### config.mk
export PLATFORM = sky130hd
export DESIGN_NAME = hmd_regs
export DESIGN_NICKNAME = d
export VERILOG_FILES = /design/src/hmd_pkg.sv /design/src/hmd_regs.sv /design/src/hmd_drop_counter.sv
export VERILOG_INCLUDE_DIRS = /design/src
export SDC_FILE = /design/constraint.sdc
export NUM_CORES = 1
export LEC_CHECK = 0
export ABC_CLOCK_PERIOD_IN_PS = 1900
export BUFFER_PORTS_ARGS = -buffer_cell sky130_fd_sc_hd__buf_2
export CAP_MARGIN = 20
export CORE_MARGIN = 2
export CORE_UTILIZATION = 49
export DETAILED_ROUTE_END_ITERATION = 12
export PLACE_DENSITY = 0.76
export SYNTH_ARGS = -nofsm -noshare
export SYNTH_HDL_FRONTEND = slang
export SYNTH_SLANG_ARGS = --single-unit
### constraint.sdc
create_clock -name clock_i -period 1.9 [get_ports clock_i]
set_input_delay 0.19 -clock clock_i [delete_from_list [all_inputs] [get_ports clock_i]]
set_output_delay 0.19 -clock clock_i [all_outputs]
set_load 0.05 [all_outputs]
### src/hmd_cfg.svh
// constants for the host mac drop counter and indirect access block
// Operation
// - count each frame the mac drops
// - counter read returns count and clears it
// - flag half-full when count crosses midpoint
// - busy write of one starts indirect access
// - busy stays set until operation done
// - busy clear means read data valid
// - direction bit: zero writes, one reads
// - eight-bit index selects mac register
// - data register holds write or read value
// - data read shows mac value when reading
`ifndef HMD_CFG_SVH
`define HMD_CFG_SVH
`define HMD_ADDR_W 8
`define HMD_OFS_DROP 8'ha0
`define HMD_OFS_CMD 8'ha4
`define HMD_OFS_DATA 8'ha8
`define HMD_CMD_BUSY_BIT 31
`define HMD_CMD_DIR_BIT 30
`define HMD_CMD_IDX_MSB 7
`define HMD_DROP_RESET 32'h0000_0000
`define HMD_DATA_RESET 32'h0000_0000
`define HMD_IDX_RESET 8'h00
`define HMD_DROP_MID 32'h7fff_ffff
`define HMD_UNMAPPED 32'h0000_0000
`endif

### src/hmd_pkg.sv
// types shared by the host mac drop counter and indirect access block
`default_nettype none
package hmd_pkg;
  // register bus request from the host
  typedef struct packed {
    logic [7:0] addr;
    logic [31:0] wdata;
    logic wr;
    logic rd;
  } hmd_bus_req_t;
  // indirect access states, one-hot
  typedef enum logic [2:0] {
    HMD_IDLE = 3'b001,
    HMD_ISSUE = 3'b010,
    HMD_WAIT = 3'b100
  } hmd_state_t;
  // request toward the mac register file
  typedef struct packed {
    logic req;
    logic wr;
    logic [7:0] idx;
    logic [31:0] wdata;
  } hmd_mac_req_t;
endpackage : hmd_pkg
`default_nettype wire

### src/hmd_regs.sv
// host register block: drop counter and indirect mac register access
//
// The address-and-strobe port was decided locally.
`include "hmd_cfg.svh"
`default_nettype none
module hmd_regs
  import hmd_pkg::*;
(
  // clock and reset
  input wire logic clock_i,
  input wire logic reset_n_i,
  // host register port
  input wire logic [7:0] addr_i,
  input wire logic [31:0] wdata_i,
  input wire logic wr_i,
  input wire logic rd_i,
  output logic [31:0] rdata_o,
  // mac frame drop event, same clock
  input wire logic frame_drop_i,
  // mac internal register file port
  output logic mac_req_o,
  output logic mac_wr_o,
  output logic [7:0] mac_idx_o,
  output logic [31:0] mac_wdata_o,
  input wire logic mac_ack_i,
  input wire logic [31:0] mac_rdata_i,
  // half-full pulse toward the interrupt status register
  output logic drop_count_half_irq_o
);
  // bundled request
  hmd_bus_req_t bus;
  assign bus = '{addr: addr_i, wdata: wdata_i, wr: wr_i, rd: rd_i};

  // all state of this module
  typedef struct packed {
    hmd_state_t state;
    logic dir;
    logic [7:0] idx;
    logic [31:0] data;
    logic [31:0] rdata;
    hmd_mac_req_t mac;
    logic irq;
  } hmd_st_t;
  hmd_st_t st_reg;
  hmd_st_t st_next;

  // counter outputs and clear input
  logic [31:0] drop_count;
  logic drop_half;
  logic drop_clear;

  // address decode, used by both read and write paths
  function automatic logic hit(input logic [7:0] a, input logic [7:0] ofs);
    hit = (a == ofs);
  endfunction : hit

  // busy is simply "not idle"
  logic busy;
  assign busy = (st_reg.state != HMD_IDLE);

  // any read of the counter clears it
  assign drop_clear = bus.rd && hit(bus.addr, `HMD_OFS_DROP);

  hmd_drop_counter #(
    .WIDTH(32)
  ) u_cnt (
    .clock_i(clock_i),
    .reset_n_i(reset_n_i),
    .drop_i(frame_drop_i),
    .clear_i(drop_clear),
    .count_o(drop_count),
    .half_o(drop_half)
  );

  // register access and indirect sequencer
  always_comb begin
    st_next = st_reg;
    st_next.mac.req = 1'b0;
    st_next.irq = drop_half;
    st_next.rdata = 32'h0000_0000;
    // read path, data stands one cycle after the strobe
    if (bus.rd) begin
      if (hit(bus.addr, `HMD_OFS_DROP)) begin
        st_next.rdata = drop_count;
      end else if (hit(bus.addr, `HMD_OFS_CMD)) begin
        st_next.rdata = {busy, st_reg.dir, 22'h0, st_reg.idx};
      end else if (hit(bus.addr, `HMD_OFS_DATA)) begin
        // read mode shows captured mac value, write mode last host value
        st_next.rdata = st_reg.data;
      end else begin
        st_next.rdata = `HMD_UNMAPPED;
      end
    end
    // writes are ignored while busy; a careful host never does this
    if (bus.wr && !busy) begin
      if (hit(bus.addr, `HMD_OFS_CMD)) begin
        st_next.dir = bus.wdata[`HMD_CMD_DIR_BIT];
        st_next.idx = bus.wdata[`HMD_CMD_IDX_MSB:0];
        if (bus.wdata[`HMD_CMD_BUSY_BIT]) begin
          st_next.state = HMD_ISSUE;
        end
      end else if (hit(bus.addr, `HMD_OFS_DATA)) begin
        st_next.data = bus.wdata;
      end
    end
    // sequencer
    case (st_reg.state)
      HMD_IDLE: begin
        // nothing in flight
      end
      HMD_ISSUE: begin
        st_next.mac.req = 1'b1;
        st_next.mac.wr = !st_reg.dir;
        st_next.mac.idx = st_reg.idx;
        st_next.mac.wdata = st_reg.data;
        st_next.state = HMD_WAIT;
      end
      HMD_WAIT: begin
        // busy holds until the mac acknowledges
        if (mac_ack_i) begin
          if (st_reg.dir) begin
            st_next.data = mac_rdata_i;
          end
          st_next.state = HMD_IDLE;
        end
      end
      default: begin
        st_next.state = HMD_IDLE;
      end
    endcase
  end

  // state register
  always_ff @(posedge clock_i or negedge reset_n_i) begin
    if (!reset_n_i) begin
      st_reg.state <= HMD_IDLE;
      st_reg.dir <= 1'b0;
      st_reg.idx <= `HMD_IDX_RESET;
      st_reg.data <= `HMD_DATA_RESET;
      st_reg.rdata <= 32'h0000_0000;
      st_reg.mac <= '0;
      st_reg.irq <= 1'b0;
    end else begin
      st_reg <= st_next;
    end
  end

  // outputs straight from flip-flops
  assign rdata_o = st_reg.rdata;
  assign mac_req_o = st_reg.mac.req;
  assign mac_wr_o = st_reg.mac.wr;
  assign mac_idx_o = st_reg.mac.idx;
  assign mac_wdata_o = st_reg.mac.wdata;
  assign drop_count_half_irq_o = st_reg.irq;
endmodule : hmd_regs
`default_nettype wire

### src/hmd_drop_counter.sv
// read-clear dropped frame counter with midpoint crossing pulse
`include "hmd_cfg.svh"
`default_nettype none
module hmd_drop_counter
  import hmd_pkg::*;
#(
  parameter int WIDTH = 32
) (
  // clock and reset
  input wire logic clock_i,
  input wire logic reset_n_i,
  // events
  input wire logic drop_i,
  input wire logic clear_i,
  // state out
  output logic [WIDTH-1:0] count_o,
  output logic half_o
);
  // all state of this module
  typedef struct packed {
    logic [WIDTH-1:0] cnt;
    logic half;
  } hmd_cnt_st_t;
  hmd_cnt_st_t st_reg;
  hmd_cnt_st_t st_next;

  // a drop landing in the clearing cycle counts as one, so it is not lost
  always_comb begin
    st_next = st_reg;
    st_next.half = 1'b0;
    if (clear_i) begin
      st_next.cnt = WIDTH'(drop_i);
    end else if (drop_i) begin
      st_next.cnt = st_reg.cnt + WIDTH'(1);
      // midpoint crossing seen on the increment itself
      st_next.half = (st_reg.cnt == WIDTH'(`HMD_DROP_MID));
    end
  end

  // state register
  always_ff @(posedge clock_i or negedge reset_n_i) begin
    if (!reset_n_i) begin
      st_reg <= '0;
    end else begin
      st_reg <= st_next;
    end
  end

  assign count_o = st_reg.cnt;
  assign half_o = st_reg.half;
endmodule : hmd_drop_counter
`default_nettype wire

## Word level (Yosys, flattened, before mapping)

Index checks and enable logic that the tools add are counted.

- Eq/ne operators: 8
- $mul: 0
- Muxes and demuxes: 18
- Div/mod/pow operators: 0
- Magnitude comparators: 0
- Bitwise operators: 0
- Add/sub/neg operators: 1
- Shift operators: 0
- Reduce and logical (&&, ||, !) cells: 6

Operator list:

| cell | count |
|---|---|
| 2-to-1 mux 32 bit | 10 |
| 2-to-1 mux 44 bit | 1 |
| 2-to-1 mux 42 bit | 1 |
| 2-to-1 mux 33 bit | 1 |
| adder 32 x 1 -> 32 bit, second input constant | 1 |
| equality test 32 x 31 -> 1 bit, second input constant | 1 |
| equality test 8 bit, second input constant | 3 |
| 2-to-1 mux 12 bit | 1 |
| one-hot mux 3 bit (3 select lines) | 1 |
| 2-to-1 mux 3 bit | 2 |
| equality test 3 x 1 -> 1 bit, second input constant | 1 |
| equality test 3 x 2 -> 1 bit, second input constant | 1 |
| equality test 3 bit, second input constant | 1 |
| != test 3 x 1 -> 1 bit, second input constant | 1 |
| logical AND 1 bit | 2 |
| logical NOT 1 bit | 2 |
| AND reduction 2 bit | 1 |
| nonzero test 2 bit | 1 |
| 2-to-1 mux 1 bit | 1 |

- ROM bits: 0
- Bits in writable memories: 0
- Memories kept: 0
- Flip-flop bits (word level): 152
- Latch bits: 0

## Logic depth before layout (Yosys ltp)

Gate-level depths: netlist (run 1).

- Depth in word-level cells: 7
- Depth in mapped cells: 7
- Gate-level depth less buffers: 5

## Modules after synthesis

A second synthesis (run 1) with hierarchy kept.

- Cell total of the unflattened synthesis: 672
- Area total of the unflattened synthesis: 7,235.7 um2

Modules (own cells, without submodules):

| module | cells an instance | area an instance (um2) | times used | sequential area each (um2) |
|---|---|---|---|---|
| hmd_regs | 485 | 5,455.2 | 1 | 2,979.1 |
| hmd_drop_counter | 187 | 1,780.5 | 1 | 825.8 |

## Least setup slack after synthesis (run 1)

OpenSTA, ideal clock, no wires.

- Path type: register to register
- From: register u_cnt.st_reg, in the netlist u_cnt.count_o[6]
- To: register u_cnt.st_reg, in the netlist u_cnt.count_o[21]
- Slack: -0.042 ns
- Data required time: 1.822 ns
- Setup time: 0.078 ns
- Cell stages (with the launch flop): 6
- Clock period less this slack: 1.942 ns
- Arrival: 1.864 ns
- Path through: dfrtp_1 -> nand4_4 -> or4_4 -> buf_6 -> or4_1 -> a21oi_1

- Word-level cells in the longest chain between the ends: 3

Ends and longest elaborated chain:

| item | RTL line | RTL |
|---|---|---|
| from (decl) | hmd_drop_counter.sv:24 | `hmd_cnt_st_t st_reg;` |
| from (signal assigned) | hmd_drop_counter.sv:45 | `st_reg <= st_next;` |
| adder 32 x 1 -> 32 bit | hmd_drop_counter.sv:34 | `st_next.cnt = st_reg.cnt + WIDTH'(1);` |
| 2-to-1 mux 33 bit | hmd_drop_counter.sv:33 | `end else if (drop_i) begin` |
| 2-to-1 mux 32 bit | hmd_drop_counter.sv:31 | `if (clear_i) begin` |

Every way passes these cells. The select of a mux whose other input is x is not followed.
A chain may end at the register's enable or synchronous reset.

## Worst setup path after layout (run 1)

- From: register u_cnt.st_reg, in the netlist u_cnt.count_o[8]
- To: register u_cnt.st_reg, in the netlist u_cnt.count_o[21]

The elaborated chain is that of the path after synthesis.

==> results of run 1 <==
==> power by group through the flow <==
stage	registers [W]	logic, W	clock network, W
detailed placement	0.00349	0.000710	0
finish	0.00344	0.000719	0.00317
global placement	0.00349	0.000684	0
global route	0.00345	0.000809	0.00338
floorplan	0.00351	0.000274	0
CTS	0.00344	0.000718	0.00324
==> cell usage after synthesis, types with 6 or more instances <==
cell / count / area share
sky130_fd_sc_hd__o31ai_1: 13 / 0.014
sky130_fd_sc_hd__nand4_1: 16 / 0.014
sky130_fd_sc_hd__nand3_1: 11 / 0.0078
sky130_fd_sc_hd__a21oi_1: 63 / 0.044
sky130_fd_sc_hd__mux2i_1: 44 / 0.062
sky130_fd_sc_hd__a22o_1: 22 / 0.027
sky130_fd_sc_hd__nor2_1: 70 / 0.037
sky130_fd_sc_hd__nand2_1: 17 / 0.0090
sky130_fd_sc_hd__dfrtp_1: 151 / 0.53
sky130_fd_sc_hd__clkbuf_1: 25 / 0.013
sky130_fd_sc_hd__xnor2_1: 6 / 0.0074
sky130_fd_sc_hd__buf_4: 72 / 0.076
sky130_fd_sc_hd__mux2_2: 49 / 0.078
sky130_fd_sc_hd__or4_1: 14 / 0.015
sky130_fd_sc_hd__inv_1: 8 / 0.0042
==> metrics by stage <==
step | hold slack (ns) | cell area [um^2] | instances | power (W) | TNS [ns]
3_5_place_dp | 0.1801 | 7825 | 911 | 0.004203 | -0.1436
3_3_place_gp | 0.1760 | 7825 | 911 | 0.004170 | 0
6_report | 0.01485 | 8496 | 951 | 0.007331 | -0.001241
4_1_cts | 0.001583 | 8446 | 949 | 0.007391 | -0.01993
5_1_grt | 0.007454 | 8496 | 951 | 0.007637 | -0.07902
2_1_floorplan | -0.1056 | 7089 | 635 | 0.003785 | -0.01409
==> cell usage in the layout, fill, tap and decap left out, types with 17 or more instances in the layout <==
| master | n |
|---|---|
| sky130_fd_sc_hd__buf_2 | 151 |
| sky130_fd_sc_hd__dfrtp_1 | 150 |
| sky130_fd_sc_hd__nor2_1 | 69 |
| sky130_fd_sc_hd__a21oi_1 | 58 |
| sky130_fd_sc_hd__mux2_2 | 49 |
| sky130_fd_sc_hd__buf_4 | 49 |
| sky130_fd_sc_hd__mux2i_1 | 44 |
| sky130_fd_sc_hd__a22o_1 | 22 |
| sky130_fd_sc_hd__clkbuf_16 | 17 |
==> logic make-up (layout without fill, tap and decap cells) <==
family,count (synthesis),count (layout)
adders and majority gates,1,1
buffers and inverters,111,246
AOI/OAI and AO/OA,105,105
and+or+nand+nor,163,164
muxes,93,93
DFF,152,152
xor gates and xnor gates,10,10
==> cell type report <==
| class | count | area [um^2] |
|---|---|---|
| clock buffer | 21 | 460.4 |
| clock inverter | 11 | 98.84 |
| fill | 1157 | 5493 |
| inverter | 8 | 30.03 |
| multi-input combinational | 373 | 2660 |
| sequential | 152 | 3806 |
| tap | 180 | 225.2 |
| timing repair buffer | 206 | 1215 |
==> critical path: cells and delay by family (launching register included) <==
family	cells	cell delay, ns
and+or+nand+nor	3	1.26
DFF	1	0.39
AOI/OAI and AO/OA	1	0.17
==> metal layers <==
| metal | up-vias | wire (um) | global-route usage |
|---|---|---|---|
| met2 | 156 | 7838 | 0.3465 |
| li1 | 2444 | - | - |
| met4 | 0 | 227 | 0.06874 |
| met5 | - | 0 | 0 |
| met3 | 16 | 858 | 0.05756 |
| met1 | 2539 | 6890 | 0.2777 |
==> worst paths after layout <==
check	end	slack (ns)	depth (start not counted)
worst max register to register	u_cnt.count_o[21]	-0.001	4
max in group asynchronous	u_cnt.count_o[6]	0.88	3
worst min register to register	drop_count_half_irq_o	0.36	0
min in group asynchronous	mac_wdata_o[23]	0.30	2
worst min-delay path	st_reg[80]	0.01	3
worst max-delay path	u_cnt.count_o[21]	-0.001	4
==> repair_timing <==
action / in CTS / in global routing
resized for setup: 3 / 9
hold buffers: 2 / 0
setup endpoints to repair: 7 / 31
pin swaps: 3 / 11
setup buffers: 3 / 2
endpoints found under the hold margin: 51 / 0
gates cloned: 1 / 0
==> metrics.cfg, run 1 <==
[clocking]
cts.reportedPaths.clkPinSlew_ns = 0.06
inserted_clock_buffers = 17
cts-root-to-sink-buffers = 2
cts_num_sinks = 152
clk-insertion-delay-late_ns = 0.42
cts_tree = built
ctsRootBufferMaster = sky130_fd_sc_hd__clkbuf_16
clock_tree.htree_level_count = 4

[pwr]
switchingPower_w = 0.001780
power_report.internal_total_w = 0.005551
power.switching_fraction = 0.2428
leakage_nw = 4.511
vdd_drop_max_v = 0.0006237
combPwrFrac = 0.098
p_seq_frac = 0.469
cellPowerDensity_nw_per_um2 = 862.9
clock_power_share = 0.433

[synthesis]
mappedNetlistArea_um2 = 7087
synth_seq_cells = 152
synth_cell_types = 38
synth-seq-area-share = 0.5369
dominantRegCellSynth = sky130_fd_sc_hd__dfrtp_1
yosys.area_share.xor_xnor = 0.01236
synthesis.instances = 635
share_of_cell_area_taken_by_muxes_after_synthesis = 0.1400
ys_warn_count = 0
dominant_combinational_cell_family_by_area_after_synthesis = multiplexers
avgSynthCellArea_um2 = 11.16
async_reset_ff_frac = 1.000
synth_compound_gate_area_share = 0.09198
synthSimpleGateAreaFrac = 0.1188
synth-adder-area-share = 0.001766
synth-edff-count = 0
synth.net_count = 714

[timing]
min_period_over_period = 1.001
hold_viol = 0
rsz0062_at_grt = yes
postLayoutSetupSlackWorst_ns = -0.001241
timing_worst_slew_pin_value_ns = 0.8146
final.min_clock_period_ns = 1.901
worst_clock_skew_ns = 0.008079
final_setup_violation_count = 1
report.final.slew_viol_count = 0
maxSlewHeadroom = 0.4558
fmax_mhz = 526.0

[finish]
final_layout_size_suffix_gt1_frac = 0.3982
largest_reg_flops = 44
num-nets-final = 837
final_design_utilization = 0.6073
areaGrowthSynthToFinish_pct = 19.88
antennaDiodeCount = 0

[drt]
route.vias.total = 5155
post_drt_wl_per_cell_um = 16.63
detail_route.wirelength_mm = 15.81
drtPass1Iterations = 5
route.detailed.drc = 0
drt_iter0_markers = 268
final_antenna_net_count = 0
via_density_per_instance = 5.421

[floorplan]
die_w_um = 124.3
initial_standard_cell_utilization_of_the_core = 0.5066
fp.dieH_um = 124.3
core_area_um2 = 13990
die-area_um2 = 15440
std_cell_rows = 43
io_pins = 153

[critical_path]
critical_path.cell_chain = nand4_4 > or4_4 > or4_1 > a21oi_1
worst_r2r_startpoint = u_cnt.count_o[8]
end_kind = flop
sort_of_element_at_the_start_of_the_critical_path = flop
timing.critical_path.fanout_max = 7
crit_path_max_delay_cell_type = sky130_fd_sc_hd__or4_4
worst_setup_path_startpoint = u_cnt.count_o[8]
criticalPathCategory = flop to flop
crit_required_ns = 2.24
critPathMaxStageDelay_ns = 0.59
arrival_time_at_the_worst_endpoint_ns = 2.24

[place]
placement.setup.worst_slack_ns = -0.02780
place.gp.congestion = 0.8571
portbufs = 152
place.detailed.hpwl_mm = 10.98

[global_route]
grt_start_max_net_pins = 65
global_route_wire_length_before_repair_mm = 26.54
antenna_found_initial = 0
grt_overflow_total = 0
via_count_of_the_first_global_routing_pass = 5291
grt_usage = 0.2126

[worst_hold_path]
holdCritStartpoint = mac_rdata_i[5]
worstHoldPathType = input port to flop

[outcome]
run_status = finished, violations left
failed_checks = negative setup slack

[flow_run]
max_cap_viol_count = 0

Power figures use the tool's default switching activity.
==> run 2, diff against run 1 <==
- ABC_CLOCK_PERIOD_IN_PS: 1900 -> 1860
- CORE_UTILIZATION: 49 -> 55
- CTS_CLUSTER_SIZE: not set -> 20
- PLACE_DENSITY: 0.76 -> 0.81
- clock period: 1.9 -> 1.86 ns (I/O delays scaled with it)
==> metrics.cfg, run 2 (same netlist as run 1, synthesis figures left out) <==
[pwr]
cellPowerDensity_nw_per_um2 = 906.1  ; was 862.9 nW/um^2
leakage_nw = 4.623  ; was 4.511 nW
p_seq_frac = 0.444  ; was 0.469
power_report.internal_total_w = 0.006084  ; was 0.005551 W
totalPowerFinal_w = 0.007906  ; was 0.007331 W
clock_power_share = 0.460  ; was 0.433
power.switching_fraction = 0.2304  ; was 0.2428
combPwrFrac = 0.095  ; was 0.098
vdd_drop_max_v = 0.0006541  ; was 0.0006237 V
switchingPower_w = 0.001822  ; was 0.001780 W

[drt]
drt_iter0_markers = 334  ; was 268
via_density_per_instance = 5.535  ; was 5.421
top_layer_used = met4  ; unchanged
drtPass1Iterations = 4  ; was 5
final_antenna_net_count = 0  ; unchanged
route.vias.total = 5264  ; was 5155
detail_route.wirelength_mm = 16.82  ; was 15.81 mm
detailroute.wirelength.met2_mm = 8.568  ; was 7.838 mm
wl_met3_um = 739  ; was 858 um
met1Wirelength_mm = 7.180  ; was 6.890 mm
route.detailed.drc = 0  ; unchanged
post_drt_wl_per_cell_um = 17.68  ; was 16.63 um

[global_route]
global_route_wire_length_before_repair_mm = 26.96  ; was 26.54 mm
grt_overflow_total = 0  ; unchanged
antenna_found_initial = 0  ; unchanged
grt_usage = 0.2447  ; was 0.2126
via_count_of_the_first_global_routing_pass = 5404  ; was 5291
grt_start_max_net_pins = 53  ; was 65

[critical_path]
arrival_time_at_the_worst_endpoint_ns = 2.29  ; was 2.24 ns
r2r_end = u_cnt.count_o[20]  ; was u_cnt.count_o[21]
cp.buffers_inverters = 0  ; unchanged
crit_required_ns = 2.19  ; was 2.24 ns
end_kind = flop  ; unchanged
criticalPathCategory = flop to flop  ; unchanged
worst_r2r_startpoint = u_cnt.count_o[8]  ; unchanged
critPathTopFamily = simple AND/OR/NAND/NOR gates  ; unchanged
sort_of_element_at_the_start_of_the_critical_path = flop  ; unchanged
timing.critical_path.fanout_max = 5  ; was 7
r2r_slack_ns = -0.09  ; was -0.001 ns
worstRegToRegCells = 4  ; unchanged
crit_path_max_delay_cell_type = sky130_fd_sc_hd__or4_4  ; unchanged
critical_path.cell_chain = nand4_4 > or4_4 > or4_1 > a21oi_1  ; unchanged
critPathMaxStageDelay_ns = 0.61  ; was 0.59 ns

[clocking]
cts.reportedPaths.clkPinSlew_ns = 0.06  ; about the same
cts_tree = built  ; unchanged
inserted_clock_buffers = 17  ; unchanged
clk-insertion-delay-late_ns = 0.42  ; about the same
cts-root-to-sink-buffers = 2  ; unchanged
ctsRootBufferMaster = sky130_fd_sc_hd__clkbuf_16  ; unchanged
cts_num_sinks = 152  ; unchanged
clock_tree.htree_level_count = 4  ; unchanged

[floorplan]
std_cell_rows = 41  ; was 43
fp.dieH_um = 117.5  ; was 124.3 um
core_area_um2 = 12620  ; was 13990 um^2
die_w_um = 117.5  ; was 124.3 um
die-area_um2 = 13810  ; was 15440 um^2
initial_standard_cell_utilization_of_the_core = 0.5616  ; was 0.5066
io_pins = 153  ; unchanged

[worst_hold_path]
cells_on_worst_hold_path = 3  ; unchanged
min_to = st_reg[83]  ; was st_reg[80]
holdCritStartpoint = mac_rdata_i[8]  ; was mac_rdata_i[5]
worstHoldPathType = input port to flop  ; unchanged

[timing]
report.final.slew_viol_count = 0  ; unchanged
final.min_clock_period_ns = 1.953  ; was 1.901 ns
hold_viol = 0  ; unchanged
tns_ns = -0.5437  ; was -0.001241 ns
postLayoutSetupSlackWorst_ns = -0.09261  ; was -0.001241 ns
fmax_mhz = 512.1  ; was 526.0 MHz
min_period_over_period = 1.050  ; was 1.001
maxSlewHeadroom = 0.5954  ; was 0.4558
worst_clock_skew_ns = 0.006494  ; was 0.008079 ns
timing_worst_slew_pin_value_ns = 0.6013  ; was 0.8146 ns
final_setup_violation_count = 8  ; was 1
rsz0062_at_grt = yes  ; unchanged

[finish]
filler_cell_count = 956  ; was 1157
mostFrequentLayoutCell = sky130_fd_sc_hd__buf_2  ; unchanged
final_layout_size_suffix_gt1_frac = 0.4185  ; was 0.3982
num-nets-final = 845  ; was 837
antennaDiodeCount = 0  ; unchanged
largest_reg_flops = 44  ; unchanged
areaGrowthSynthToFinish_pct = 23.11  ; was 19.88%
layout.cells.most_common_list = sky130_fd_sc_hd__buf_2 (151), sky130_fd_sc_hd__dfrtp_1 (150), sky130_fd_sc_hd__nor2_1 (69)  ; unchanged

[place]
place.gp.congestion = 0.8611  ; was 0.8571
place.detailed.hpwl_mm = 11.18  ; was 10.98 mm
portbufs = 152  ; unchanged

[outcome]
run_status = finished, violations left  ; unchanged
failed_checks = negative setup slack  ; unchanged

[flow_run]
max_cap_viol_count = 0  ; unchanged

run 2: cell count changes in the layout (fill, tap and decap cells not counted), sizes merged:
cell / change
clkinv: +1
inv: -1
dlygate4sd3: -1
buf: +8
bufinv: +3
clkinvlp: -2
run 2: worst max path at each step:
stage	end	startpoint	depth (start not counted)
after detailed placement	u_cnt.count_o[25]	u_cnt.count_o[8]	5
final	u_cnt.count_o[20]	u_cnt.count_o[8]	4
after global placement	u_cnt.count_o[25]	u_cnt.count_o[8]	5
after global routing	u_cnt.count_o[20]	u_cnt.count_o[8]	4
after CTS	st_reg[75]	st_reg[116]	5
after floorplan	u_cnt.count_o[18]	u_cnt.count_o[8]	5
run 2: power by group through the flow:
stage                     clock [W]  combinational, W  sequential (W)
after floorplan                   0          0.000280         0.00359
after global placement            0          0.000700         0.00356
after detailed placement          0          0.000730         0.00357
after CTS                   0.00367          0.000742         0.00351
after global routing        0.00384          0.000833         0.00352
final                       0.00364          0.000754         0.00351
run 2: timing repair:
action                                  4_1_cts  5_1_grt
pin swaps                                     4       12
buffers inserted                              2        6
gates resized for setup                       4       21
hold buffers                                  1        0
endpoints found under the setup margin       41       48
gates cloned                                  1        1
endpoints found under the hold margin        40        0
run 2: final cells by class:
cell class	count	area (um^2)	share of cell area
flip-flops and latches	152	3806	0.4363
clock inverters	12	173.9	0.01993
multi-input cells	373	2708	0.3103
clock buffers	20	456.7	0.05234
well taps	172	215.2	0.02467
inverters	8	30.03	0.003442
repair buffers	214	1335	0.1530
run 2: stage by stage:
stage	area, um^2	std cells	worst slack (ns)	hold WS, ns	util
after floorplan	7089	635	-0.02399	-0.1096	-
after global placement	7890	908	-0.01759	0.1337	0.6252
after detailed placement	7890	908	-0.08246	0.1354	0.6252
after CTS	8571	944	-0.04778	0.001101	0.6792
after global routing	8725	951	-0.1328	0.0006950	0.6914
final	8725	951	-0.09261	0.01076	0.6914
run 2: tightest hold or removal path, stage by stage:
cell,delay [ns]
sky130_fd_sc_hd__buf_2,0.08
sky130_fd_sc_hd__nor2_1,0.03
sky130_fd_sc_hd__a21oi_1,0.10
run 2: per-layer routing:
layer,track usage,vias up
met4,0.07756,0
met2,0.4105,150
met5,0,-
li1,-,2459
met3,0.06153,25
met1,0.3143,2630
==> run 3, diff against run 2 <==
- ABC_CLOCK_PERIOD_IN_PS: 1860 -> 1600
- CORE_UTILIZATION: 55 -> 49
- PLACE_DENSITY: 0.81 -> 0.76
- SLEW_MARGIN: not set -> 20
- clock period: 1.86 -> 1.6 ns (I/O delays scaled with it)
==> metrics.cfg, run 3 (same netlist as run 1, synthesis figures left out) <==
[clocking]
ctsRootBufferMaster = sky130_fd_sc_hd__clkbuf_16  ; unchanged
cts-root-to-sink-buffers = 2  ; unchanged
clk-insertion-delay-late_ns = 0.43  ; was 0.42 ns
cts.reportedPaths.clkPinSlew_ns = 0.06  ; about the same
cts_num_sinks = 152  ; unchanged
clock_tree.htree_level_count = 4  ; unchanged
inserted_clock_buffers = 17  ; unchanged
cts_tree = built  ; unchanged

[floorplan]
io_pins = 153  ; unchanged
die_w_um = 124.3  ; was 117.5 um
core_area_um2 = 13990  ; was 12620 um^2
die-area_um2 = 15440  ; was 13810 um^2
fp.dieH_um = 124.3  ; was 117.5 um
initial_standard_cell_utilization_of_the_core = 0.5066  ; was 0.5616
std_cell_rows = 43  ; was 41

[finish]
finish.instance_area_um2 = 9440  ; was 8725 um^2
mostFrequentLayoutCell = sky130_fd_sc_hd__buf_2  ; unchanged
antennaDiodeCount = 0  ; unchanged
layout.cells.most_common_list = sky130_fd_sc_hd__buf_2 (151), sky130_fd_sc_hd__dfrtp_1 (149), sky130_fd_sc_hd__buf_4 (72)  ; was sky130_fd_sc_hd__buf_2 (151), sky130_fd_sc_hd__dfrtp_1 (150), sky130_fd_sc_hd__nor2_1 (69)
final_layout_size_suffix_gt1_frac = 0.4431  ; was 0.4185
num-nets-final = 901  ; was 845
filler_cell_count = 1041  ; was 956
final_design_utilization = 0.6749  ; was 0.6914
areaGrowthSynthToFinish_pct = 33.21  ; was 23.11%
largest_reg_flops = 44  ; unchanged

[drt]
via_density_per_instance = 5.445  ; was 5.535
drtPass1Iterations = 4  ; unchanged
final_antenna_net_count = 0  ; unchanged
drt_iter0_markers = 453  ; was 334
route.detailed.drc = 0  ; unchanged
detail_route.wirelength_mm = 17.98  ; was 16.82 mm
route.vias.total = 5527  ; was 5264
post_drt_wl_per_cell_um = 17.71  ; was 17.68 um

[pwr]
vdd_drop_max_v = 0.0007739  ; was 0.0006541 V
cellPowerDensity_nw_per_um2 = 989.3  ; was 906.1 nW/um^2
leakage_nw = 4.926  ; was 4.623 nW

[critical_path]
sort_of_element_at_the_start_of_the_critical_path = flop  ; unchanged
crit_required_ns = 1.95  ; was 2.19 ns
worstRegToRegCells = 4  ; unchanged
criticalPathCategory = flop to flop  ; unchanged
r2r_end = u_cnt.count_o[18]  ; was u_cnt.count_o[20]
worst_r2r_startpoint = u_cnt.count_o[7]  ; was u_cnt.count_o[8]
r2r_slack_ns = -0.29  ; was -0.09 ns
end_kind = flop  ; unchanged
arrival_time_at_the_worst_endpoint_ns = 2.24  ; was 2.29 ns
timing.critical_path.fanout_max = 8  ; was 5

[global_route]
grt_overflow_total = 0  ; unchanged
grt_usage = 0.2341  ; was 0.2447
via_count_of_the_first_global_routing_pass = 5752  ; was 5404
grt_start_max_net_pins = 65  ; was 53
antenna_found_initial = 0  ; unchanged
global_route_wire_length_before_repair_mm = 28.75  ; was 26.96 mm

[timing]
final_setup_violation_count = 60  ; was 8
postLayoutSetupSlackWorst_ns = -0.2925  ; was -0.09261 ns
report.final.slew_viol_count = 0  ; unchanged
hold_viol = 1  ; was 0
tns_ns = -7.231  ; was -0.5437 ns
rsz0062_at_grt = yes  ; unchanged
fmax_mhz = 528.4  ; was 512.1 MHz
worst_clock_skew_ns = 0.007007  ; was 0.006494 ns
min_period_over_period = 1.183  ; was 1.050
maxSlewHeadroom = 0.6808  ; was 0.5954
hold_ws_ns = -0.003256  ; was 0.01076 ns
final.min_clock_period_ns = 1.892  ; was 1.953 ns
timing_worst_slew_pin_value_ns = 0.4788  ; was 0.6013 ns

[worst_hold_path]
holdCritStartpoint = mac_rdata_i[27]  ; was mac_rdata_i[8]
cells_on_worst_hold_path = 3  ; unchanged
min_to = st_reg[102]  ; was st_reg[83]
worstHoldPathType = input port to flop  ; unchanged

[place]
placement.cell_area_um2 = 8038  ; was 7890 um^2
portbufs = 152  ; unchanged
place.detailed.hpwl_mm = 11.27  ; was 11.18 mm
place.gp.congestion = 0.8836  ; was 0.8611
placement.setup.worst_slack_ns = -0.3858  ; was -0.08246 ns

[outcome]
failed_checks = negative hold slack, negative setup slack  ; was negative setup slack
run_status = finished, violations left  ; unchanged

[flow_run]
max_cap_viol_count = 0  ; unchanged

## run 3: changes by cell type in the layout (fill, tap and decap cells not counted), sizes merged
cell         delta
clkinv          -3
dlygate4sd3    +29
clkinvlp        -2
buf            +28
clkbuf          +4
## run 3: per-layer routing
layer	wire (um)	GRT usage	part of all wire	vias to the layer above
met4	279	0.08526	0.016	0
met5	0	0	0	-
met2	9159	0.3918	0.51	180
li1	-	-	-	2566
met3	1179	0.06701	0.066	29
met1	7358	0.2900	0.41	2752
## run 3: how the worst max path moves through the flow
stage	startpoint	end
2_1_floorplan	u_cnt.count_o[8]	u_cnt.count_o[18]
3_3_place_gp	u_cnt.count_o[8]	u_cnt.count_o[20]
3_5_place_dp	u_cnt.count_o[8]	u_cnt.count_o[20]
4_1_cts	u_cnt.count_o[7]	u_cnt.count_o[25]
5_1_grt	u_cnt.count_o[14]	u_cnt.count_o[18]
6_report	u_cnt.count_o[7]	u_cnt.count_o[18]
## run 3: critical path: stages (launching register included)
cell and delay, ns:
sky130_fd_sc_hd__dfrtp_1 0.40, sky130_fd_sc_hd__nand4_4 0.14, sky130_fd_sc_hd__or4_4 0.60, sky130_fd_sc_hd__or4_1 0.51, sky130_fd_sc_hd__a21oi_1 0.16
## run 3: timing repair
action	4_1_cts	5_1_grt
cloned	4	0
gates resized for setup	24	39
pin swaps	24	16
buffers inserted	11	7
hold buffers	30	0
hold endpoints to repair	72	0
endpoints found under the setup margin	56	63
## run 3: final cells by class
| type | instances | area [um^2] | area share |
|---|---|---|---|
| sequential | 152 | 3807 | 0.4033 |
| multi-input combinational | 373 | 2853 | 0.3022 |
| timing repair buffer | 270 | 1899 | 0.2012 |
| clock buffer | 25 | 485.5 | 0.05142 |
| tap | 180 | 225.2 | 0.02386 |
| clock inverter | 7 | 140.1 | 0.01484 |
| inverter | 8 | 30.03 | 0.003181 |
## run 3: where the power goes
part           total, W  leakage (nW)  internal (W)  switching (W)
Sequential      0.00409          2.09       0.00398       0.000109
Combinational   0.00101          2.54      0.000503       0.000512
Clock           0.00424         0.298       0.00273        0.00150
## run 3: stage by stage
step	instances	power [W]
6_report	1015	0.009340
5_1_grt	1015	0.009713
4_1_cts	1009	0.009323
3_5_place_dp	932	0.005025
3_3_place_gp	932	0.004979
2_1_floorplan	635	0.004501
